===== config.mk =====
export PLATFORM = sky130hd
export DESIGN_NAME = tsd_top
export DESIGN_NICKNAME = d
export VERILOG_FILES = /design/src/logic/tsd_pkg.sv /design/src/logic/tsd_top.sv /design/src/logic/tsd_descramble_sequence.sv /design/src/logic/tsd_sync.sv
export VERILOG_INCLUDE_DIRS = /design/src /design/src/logic
export SDC_FILE = /design/constraint.sdc
export NUM_CORES = 1
export LEC_CHECK = 0
export ABC_AREA = 1
export BUFFER_PORTS_ARGS = -buffer_cell sky130_fd_sc_hd__buf_2
export CORE_MARGIN = 2
export CORE_UTILIZATION = 35
export DETAILED_ROUTE_END_ITERATION = 16
export PLACE_DENSITY = 0.52
export SETUP_SLACK_MARGIN = 0.05
export SYNTH_ARGS = -nofsm -noshare
export SYNTH_HDL_FRONTEND = slang
export SYNTH_HIERARCHICAL = 1
export SYNTH_SLANG_ARGS = --single-unit

===== constraint.sdc =====
create_clock -name sys_clk -period 2.84 [get_ports sys_clk]
set_input_delay 0.284 -clock sys_clk [delete_from_list [all_inputs] [get_ports sys_clk]]
set_output_delay 0.284 -clock sys_clk [all_outputs]
set_load 0.005 [all_outputs]

===== src/logic/tsd_regs.svh =====
/*
  Constants of the stream sync, de-randomiser and output port block:
  register offsets, fields, reset values, byte codes and timing counts.
  Assumes inclusion by bare name from the design modules and the test bench.
*/
// Notes on behaviour
// (RL1) lock after n consecutive sync bytes, n 2..7
// (RL2) immediate mode: one missed sync drops lock
// (RL3) filtered mode: count down, drop at zero
// (RL4) descramble with 15-stage sequence, fixed seed
// (RL5) sync byte positions pass unscrambled
// (RL6) inverted sync reloads seed, re-inverted on output
// (RL7) pre and post correction error measures readable
// (RL8) byte clock edge selectable rising or falling
// (RL9) output port dark until stream lock
// (RL10) packet opens with 47h, data, parity
// (RL11) each control output has own polarity
// (RL12) whole packet clock: all 204 bytes
// (RL13) data only clock: 188 bytes, parity silent
// (RL14) bit order selectable, default bit 7 MSB
// (RL15) data only valid: 188 active, 16 inactive
// (RL16) pulsed valid: active on sync byte only
// (RL17) packet start active on sync byte only
// (RL18) error output only for uncorrectable packets
// (RL19) error output: whole, data only, pulsed
// (RL20) receiver uses valid to skip parity bytes
// (RL21) receiver uses valid as clock enable
// (RL22) decoder flags packets beyond 8 bad bytes
// (RL23) one byte per clock period, held stable
`ifndef TSD_REGS_SVH
`define TSD_REGS_SVH

`define TSD_REG_FEC_LOCK_STATUS 8'h05
`define TSD_REG_BIT_ERROR_EST 8'h0B
`define TSD_REG_UNCORR_COUNT 8'h0E
`define TSD_FEC_LOCK_STATUS_RST 8'h10
`define TSD_STAT_LOCK_BIT 0
`define TSD_STAT_QPOOR_BIT 4

`define TSD_SYNC_BYTE 8'h47
`define TSD_SYNC_INV 8'hB8
`define TSD_PKT_LAST 8'hCB
`define TSD_DATA_LEN 8'hBC
`define TSD_DESCRAMBLE_SEQUENCE_INIT 15'h00A9

`define TSD_LTQ_THRESH 8'h04
`define TSD_LTQ_STEP 8'h04
`define TSD_BER_PERIOD_PKTS 16'h03E8

`define TSD_CLK_PERIOD_NS 25
`define TSD_BYTE_PERIOD_NS 200
`define TSD_BYTE_DIV (`TSD_BYTE_PERIOD_NS / `TSD_CLK_PERIOD_NS)

`endif


===== src/logic/tsd_pkg.sv =====
/*
  Types of the stream sync, de-randomiser and output port block.
  Assumes nothing of its surroundings.
*/
package tsd_pkg;

  typedef enum logic [1:0] {
    TSD_ERR_WHOLE, TSD_ERR_DATA, TSD_ERR_PULSE
  } tsd_err_mode_e;

  // one corrected byte from the error decoder
  typedef struct packed {
    logic [7:0] data;
    logic uncorr;
    logic [3:0] fixed_bits;
  } tsd_rs_s;

  typedef struct packed {
    logic [2:0] sync_n;
    logic loss_immediate;
    logic clk_data_only;
    logic clk_sample_fall;
    logic bit_lsb_first;
    logic valid_pulsed;
    tsd_err_mode_e err_mode;
    logic pol_lock;
    logic pol_valid;
    logic pol_sync;
    logic pol_err;
  } tsd_cfg_s;

  typedef struct packed {
    logic [2:0] cnt;
    logic [7:0] pos;
    logic locked;
  } tsd_sync_s;

  typedef struct packed {
    logic [14:0] sr;
  } tsd_descramble_sequence_s;

  typedef struct packed {
    logic [7:0] div;
    logic act;
    logic emit;
    logic [7:0] pos;
    logic err_pkt;
    logic [7:0] data;
    logic clk;
    logic valid;
    logic start;
    logic err;
    logic lock;
    logic [23:0] ber_acc;
    logic [23:0] bit_error_estimate;
    logic [15:0] pkt_cnt;
    logic [15:0] uncorr_cnt;
    logic [7:0] ltq_acc;
    logic q_poor;
    logic [7:0] rdata;
  } tsd_top_s;

endpackage : tsd_pkg


===== src/logic/tsd_top.sv =====
/*
  Transport stream sync, de-randomiser, quality measures and the
  byte-wide output port with its byte clock and qualifiers.
  Assumes corrected bytes from a decoder on sys_clk at 40 MHz,
  a configuration word held steady by logic on the same clock,
  and a byte-address read port for the status registers.
*/
`include "tsd_regs.svh"
module tsd_top #(
  parameter int BYTE_DIV = `TSD_BYTE_DIV,
  parameter int BER_PKTS = `TSD_BER_PERIOD_PKTS
) (
  input wire logic sys_clk,
  input wire logic rst_n,
  input tsd_pkg::tsd_rs_s rs_in,
  input wire logic rs_valid,
  output logic rs_ready,
  input tsd_pkg::tsd_cfg_s cfg,
  input wire logic [7:0] reg_addr,
  output logic [7:0] reg_rdata,
  output logic stream_lock_out,
  output logic stream_byte_clock,
  output logic [7:0] stream_byte_bus,
  output logic stream_valid_out,
  output logic packet_start_out,
  output logic packet_error_out
);
  import tsd_pkg::*;

  localparam int HALF = BYTE_DIV / 2;

  tsd_top_s st;
  tsd_top_s next_st;
  logic take;
  logic [7:0] cur_pos;
  logic cur_sync;
  logic lock_next;
  logic inv_sync;
  logic in_data;
  logic descramble_sequence_adv;
  logic [7:0] mask;

  // (RL14) optional bit reversal of the byte
  function automatic logic [7:0] tsd_order(
    input logic [7:0] b,
    input logic lsb
  );
    logic [7:0] r;
    r = b;
    if (lsb) begin
      for (int i = 0; i < 8; i++) begin
        r[i] = b[7 - i];
      end
    end
    return r;
  endfunction : tsd_order

  // one byte taken at the start of each byte period
  assign rs_ready = (st.div == 8'h00);
  assign take = rs_valid && rs_ready;

  // byte classification for the descrambler
  always_comb begin
    inv_sync = cur_sync && (rs_in.data == `TSD_SYNC_INV);
    in_data = cur_pos < `TSD_DATA_LEN;
    descramble_sequence_adv = cur_sync ? 1'b1 : in_data;
  end

  tsd_sync u_sync (
    .sys_clk(sys_clk),
    .rst_n(rst_n),
    .take(take),
    .byte_in(rs_in.data),
    .sync_n(cfg.sync_n),
    .loss_immediate(cfg.loss_immediate),
    .cur_pos(cur_pos),
    .cur_sync(cur_sync),
    .lock_next(lock_next),
    .locked()
  );

  tsd_descramble_sequence u_descramble_sequence (
    .sys_clk(sys_clk),
    .rst_n(rst_n),
    .take(take),
    .reload(inv_sync),
    .advance(descramble_sequence_adv),
    .mask(mask)
  );

  // byte path, qualifiers, clock and measures
  always_comb begin
    logic [7:0] shown;
    logic pkt_err;
    logic err_on;
    logic second;
    logic [23:0] ber_sum;
    shown = 8'h00;
    pkt_err = 1'b0;
    err_on = 1'b0;
    second = 1'b0;
    ber_sum = st.ber_acc + {20'h0_0000, rs_in.fixed_bits};
    next_st = st;
    next_st.div = (st.div == 8'(BYTE_DIV - 1)) ? 8'h00
                                               : st.div + 8'h01;
    next_st.lock = lock_next;
    if (take) begin
      // (RL9) port opens at a packet start after lock
      if (cur_sync) begin
        next_st.emit = lock_next;
        next_st.err_pkt = rs_in.uncorr;
      end else if (!lock_next) begin
        next_st.emit = 1'b0;
      end
      next_st.pos = cur_pos;
      // (RL5) sync positions bypass the mask
      if (cur_sync) begin
        // (RL6) inverted sync leaves as plain sync
        // (RL10) packet opens with the sync code
        shown = `TSD_SYNC_BYTE;
      // (RL4) data bytes take the mask
      end else if (in_data) begin
        shown = rs_in.data ^ mask;
      end else begin
        shown = rs_in.data;
      end
      next_st.data = next_st.emit ? tsd_order(shown, cfg.bit_lsb_first)
                                  : 8'h00;
      // (RL12) whole packet clock
      // (RL13) data only clock
      next_st.act = next_st.emit && (!cfg.clk_data_only || in_data);
      // (RL15) data only valid
      // (RL16) pulsed valid
      next_st.valid = next_st.emit
                      && (cfg.valid_pulsed ? cur_sync : in_data);
      // (RL17) start flag on the sync byte
      next_st.start = next_st.emit && cur_sync;
      // (RL18) error only for uncorrectable packets
      pkt_err = cur_sync ? rs_in.uncorr : st.err_pkt;
      // (RL19) three error output shapes
      unique case (cfg.err_mode)
        TSD_ERR_WHOLE: err_on = pkt_err;
        TSD_ERR_DATA: err_on = pkt_err && in_data;
        TSD_ERR_PULSE: err_on = pkt_err && cur_sync;
        default: err_on = 1'b0;
      endcase
      next_st.err = next_st.emit && err_on;
    end else if (st.div == 8'h00) begin
      next_st.act = 1'b0;
      next_st.valid = 1'b0;
      next_st.start = 1'b0;
      next_st.err = 1'b0;
    end
    // (RL8) clock phase picks the sampling edge
    // (RL23) edge in mid byte, data held all period
    second = (next_st.div == 8'h00) || (next_st.div > 8'(HALF));
    next_st.clk = next_st.act && (second ^ cfg.clk_sample_fall);
    // (RL7) pre correction bit errors per period
    if (take && lock_next) begin
      next_st.ber_acc = ber_sum;
      if (cur_sync) begin
        if (st.pkt_cnt == 16'(BER_PKTS - 1)) begin
          next_st.bit_error_estimate = ber_sum;
          next_st.ber_acc = 24'h00_0000;
          next_st.pkt_cnt = 16'h0000;
        end else begin
          next_st.pkt_cnt = st.pkt_cnt + 16'h0001;
        end
        // (RL22) uncorrectable packets counted
        if (rs_in.uncorr && st.uncorr_cnt != 16'hFFFF) begin
          next_st.uncorr_cnt = st.uncorr_cnt + 16'h0001;
        end
        // (RL7) long term quality leaky count
        if (rs_in.uncorr) begin
          next_st.ltq_acc = (st.ltq_acc > 8'hFF - `TSD_LTQ_STEP)
                            ? 8'hFF : st.ltq_acc + `TSD_LTQ_STEP;
        end else if (st.ltq_acc != 8'h00) begin
          next_st.ltq_acc = st.ltq_acc - 8'h01;
        end
        next_st.q_poor = next_st.ltq_acc > `TSD_LTQ_THRESH;
      end
    end
    // (RL7) status read port
    unique case (reg_addr)
      `TSD_REG_FEC_LOCK_STATUS: begin
        next_st.rdata = 8'h00;
        next_st.rdata[`TSD_STAT_LOCK_BIT] = st.lock;
        next_st.rdata[`TSD_STAT_QPOOR_BIT] = st.q_poor;
      end
      `TSD_REG_BIT_ERROR_EST: next_st.rdata = st.bit_error_estimate[23:16];
      `TSD_REG_BIT_ERROR_EST + 8'h01: next_st.rdata = st.bit_error_estimate[15:8];
      `TSD_REG_BIT_ERROR_EST + 8'h02: next_st.rdata = st.bit_error_estimate[7:0];
      `TSD_REG_UNCORR_COUNT: next_st.rdata = st.uncorr_cnt[15:8];
      `TSD_REG_UNCORR_COUNT + 8'h01: next_st.rdata = st.uncorr_cnt[7:0];
      default: next_st.rdata = 8'h00;
    endcase
  end

  // state register
  always_ff @(posedge sys_clk) begin
    if (!rst_n) begin
      st <= '0;
      st.q_poor <= 1'b1;
      st.rdata <= 8'h00;
    end else begin
      st <= next_st;
    end
  end

  // outputs, with per-signal polarity on lock, valid, start and error
  // (RL11) individual polarity controls
  always_comb begin
    reg_rdata = st.rdata;
    stream_byte_bus = st.data;
    stream_byte_clock = st.clk;
    stream_lock_out = st.lock ~^ cfg.pol_lock;
    stream_valid_out = st.valid ~^ cfg.pol_valid;
    packet_start_out = st.start ~^ cfg.pol_sync;
    packet_error_out = st.err ~^ cfg.pol_err;
  end
endmodule : tsd_top


===== src/logic/tsd_descramble_sequence.sv =====
/*
  Energy dispersal sequence generator, eight bits per byte.
  Assumes take, reload and advance come from logic on sys_clk.
*/
`include "tsd_regs.svh"
module tsd_descramble_sequence (
  input wire logic sys_clk,
  input wire logic rst_n,
  input wire logic take,
  input wire logic reload,
  input wire logic advance,
  output logic [7:0] mask
);
  import tsd_pkg::*;

  tsd_descramble_sequence_s st;
  tsd_descramble_sequence_s next_st;

  // (RL4) eight steps of 1 + x14 + x15
  always_comb begin
    logic [14:0] sr;
    logic fb;
    sr = st.sr;
    fb = 1'b0;
    mask = 8'h00;
    for (int i = 0; i < 8; i++) begin
      fb = sr[13] ^ sr[14];
      mask[7 - i] = fb;
      sr = {sr[13:0], fb};
    end
    next_st = st;
    if (take && reload) begin
      next_st.sr = `TSD_DESCRAMBLE_SEQUENCE_INIT;
    end else if (take && advance) begin
      next_st.sr = sr;
    end
  end

  // state register
  always_ff @(posedge sys_clk) begin
    if (!rst_n) begin
      st.sr <= `TSD_DESCRAMBLE_SEQUENCE_INIT;
    end else begin
      st <= next_st;
    end
  end
endmodule : tsd_descramble_sequence


===== src/logic/tsd_sync.sv =====
/*
  Sync byte hunt, verify and lock tracker with packet position.
  Assumes one take pulse per byte from logic on sys_clk.
*/
`include "tsd_regs.svh"
module tsd_sync (
  input wire logic sys_clk,
  input wire logic rst_n,
  input wire logic take,
  input wire logic [7:0] byte_in,
  input wire logic [2:0] sync_n,
  input wire logic loss_immediate,
  output logic [7:0] cur_pos,
  output logic cur_sync,
  output logic lock_next,
  output logic locked
);
  import tsd_pkg::*;

  tsd_sync_s st;
  tsd_sync_s next_st;
  logic hit;
  logic aligned;
  logic [2:0] n_eff;

  // hunt, count hits, track losses
  always_comb begin
    n_eff = (sync_n < 3'h2) ? 3'h2 : sync_n;
    hit = (byte_in == `TSD_SYNC_BYTE) || (byte_in == `TSD_SYNC_INV);
    aligned = (st.cnt != 3'h0) || st.locked;
    cur_pos = aligned ? st.pos : 8'h00;
    cur_sync = aligned ? (st.pos == 8'h00) : hit;
    next_st = st;
    if (take && !aligned && hit) begin
      next_st.cnt = 3'h1;
      next_st.pos = 8'h01;
    end else if (take && aligned) begin
      next_st.pos = (st.pos == `TSD_PKT_LAST) ? 8'h00 : st.pos + 8'h01;
      if (st.pos == 8'h00) begin
        if (hit && st.locked) begin
          next_st.cnt = n_eff;
        // (RL1) lock on the n-th hit
        end else if (hit && (st.cnt + 3'h1 >= n_eff)) begin
          next_st.cnt = n_eff;
          next_st.locked = 1'b1;
        end else if (hit) begin
          next_st.cnt = st.cnt + 3'h1;
        // (RL3) filtered loss counts down
        end else if (st.locked && !loss_immediate && st.cnt > 3'h1) begin
          next_st.cnt = st.cnt - 3'h1;
        // (RL2) drop lock, back to hunting
        end else begin
          next_st.cnt = 3'h0;
          next_st.locked = 1'b0;
          next_st.pos = 8'h00;
        end
      end
    end
    lock_next = next_st.locked;
    locked = st.locked;
  end

  // state register
  always_ff @(posedge sys_clk) begin
    if (!rst_n) begin
      st <= '0;
    end else begin
      st <= next_st;
    end
  end
endmodule : tsd_sync


==> results.md <==
- Post-Syn Nets: between 1000 and 1500
- Achievable Freq: between 300 and 400 MHz
- Die ar.: approximately 27000 um^2
- Hold crit path type: in -> reg
- Pin count of the biggest net entering global routing: 50
- Drt drc: 0
- Hold_ws: 140 ps
- Initial antenna violation count: 1
- CTS tree: yes
- First-pass GRT wire length: about 38 mm
- Reg area: between 2000 and 3000 um^2
- Max-cap viol count: 0
- Detailed placement HPWL: roughly 17 mm
- Critical Path Start: u_sync/st[10]$_SDFFE_PP0P_
- Clock Skews: 9.25 ps
- Nets: approximately 1500
- Yosys warns: 6
- DR pass1 iterations: 7
- DRT antenna net count: 0
- Status: finished clean
- Cell Area, Synth: roughly 8900 um^2
- Area grow syn2layout: 14.6%
- Clock Path Buffers: 2
- FF-to-FF setup slack: between 200 and 300 ps
- CTS buffer count: 17
- Clock Tree Root: clkbuf_16
- FF-to-FF Start: u_sync/st[10]$_SDFFE_PP0P_
- Final cell count without fillers: approximately 1800
- Post-Syn Instances: between 1000 and 1500
- Final setup TNS: 0 ps
- Slew headroom: around 43%
- Drt via density: between 4 and 5
- Layout cells sized above 1: 12.1%
- Critical path launch point type: flip-flop
- Wire length per cell: approximately 13 um
- GP Congestion: 0.851
- Worst-margin pin slew: between 800 and 900 ps
- Crit path time final: around 2600 ps
- Final worst path period share: 91.1%
- P_leak: between 4 and 5 nW
- Area of the multi-input gates: 4980 um^2
- Area of the core: approximately 25000 um^2
- Crit Path Category: reg -> reg
- Clk pin slew, worst setup/hold paths: about 70 ps
- Worst setup endpoint: st[75]$_SDFFE_PN0P_
- Number of buffers added on ports: approximately 60
- Reg2Reg Depth: 18
- Layout fillers: approximately 2700
- Syn avg cell area: ~6.6 um^2
- Rows: 58
- Starting DRT DRC Count: ~570
- Overall Global Routing Usage: roughly 18%
- Final setup vio count: 0
- Global route overflow: 0
- Final hold vios: 0
- Final Max Tran Viols: 0
- RSZ-0062 raised after global routing: no
- Placed Cells: 1714
- Reg2reg end: st[75]$_SDFFE_PN0P_
- WL final: 23.4 mm
- Vias in the first global route: slightly below 8000
- Pwr/cell area: between 400 and 500 nW/um^2
- Clock net sink count: between 100 and 150
- Die Y: between 150 and 200 um
- Critical Path End Type: flip-flop
- Crit Path Max Fanout: 13
- Arrival @ worst endpoint: approximately 2900 ps
- Peak VDD IR: 0.317 mV
- Via Count: roughly 8400
- Die width: roughly 160 um
- Num ports: 60
- Depth of the CTS H-tree: 4
- CP required: roughly 3200 ps
- Clock Latency Late Sink: about 420 ps
- Initial core utilization: 35.5%
## cell type report
cell class | count | area share [%]
multi-input combinational | 991 | 48.8
sequential | 148 | 29.0
tap | 330 | 4.05
clock inverter | 15 | 1.45
antenna | 1 | 0.0245
clock buffer | 17 | 4.17
inverter | 164 | 6.06
timing repair buffer | 90 | 6.37
## stage by stage
step / total power, mW / cell area (um^2) / setup slack, ps / util [%]
finish: 4.67 / 10200 / 254 / 40.6
global route: 4.86 / 10200 / 67.6 / 40.6
CTS: 4.73 / 10000 / 86.5 / 40.0
detailed placement: 2.49 / 9460 / 73.0 / 37.7
global placement: 2.49 / 9460 / 114 / 37.7
floorplan: 2.39 / 8900 / 126 / -
## placed cells by master, fill, tap and decap left out, types with 3 or more instances in the layout
cell type,count
nor3_2,3
nor2_4,5
nor2_1,125
clkbuf_16,20
inv_6,5
dfxtp_1,147
and2_1,5
o22ai_1,7
o211ai_1,6
a21oi_1,91
nand2_2,5
nand3_4,3
buf_12,5
ha_1,25
nand3_2,3
xor2_1,46
nor3_1,35
inv_1,154
o21ai_1,12
nand4_1,23
nor4_1,3
nand3_1,99
inv_2,9
buf_4,21
nand2_1,425
nor2_2,5
clkinvlp_4,6
nand3b_1,6
buf_2,59
xnor2_1,6
o21ai_0,29
## worst min-delay path by stage
stage,startpoint,end,slack [ps],cells past startpoint
2_1_floorplan,st[51]$_SDFFE_PN0P_,st[51]$_SDFFE_PN0P_,420,2
3_3_place_gp,st[65]$_SDFFE_PN0P_,st[65]$_SDFFE_PN0P_,440,2
3_5_place_dp,st[55]$_SDFFE_PN0P_,st[55]$_SDFFE_PN0P_,440,2
4_1_cts,cfg[8],stream_byte_clock$_SDFF_PN0_,130,4
5_1_grt,cfg[8],stream_byte_clock$_SDFF_PN0_,170,4
6_report,cfg[8],stream_byte_clock$_SDFF_PN0_,140,4
## what timing repair did
item	4_1_cts	5_1_grt
gates cloned	0	4
hold buffers	0	0
setup endpoints to repair	1	99
endpoints found under the hold margin	0	0
gates resized for setup	0	10
buffers inserted	2	3
pin swaps	1	3
## flip-flops by register name, indices dropped and copies added (netlist names)
signal	count
reg_rdata	8
st	104
stream_byte_bus	8
stream_byte_clock	1
u_descramble_sequence/st	15
u_sync/locked	1
u_sync/st	11
## where the power goes
group	internal, mW	leakage [nW]	switching [mW]
Clock	1.23	0.261	0.989
Sequential	2.10	1.20	0.0190
Combinational	0.119	2.92	0.210
## critical path, cell delays in order, from the launching register on
cell	delay [ps]
dfxtp_1	370
inv_2	90
ha_4	230
ha_1	270
nand2_1	50
nand2_1	50
nand2_1	50
nand2_1	90
nand2_1	80
nand2_1	80
o21ai_2	60
inv_1	110
nand3_4	150
buf_12	190
a31oi_4	160
buf_12	150
clkbuf_16	140
nand2_1	50
a21oi_1	120
## routing by layer
layer	up-vias	global-route usage [%]	routed length [um]
li1	4423	-	-
met5	-	0	0
met1	3774	23.7	11500
met2	174	29.6	10600
met3	13	3.28	1080
met4	0	3.71	248
(Power assumes the default switching activity.)
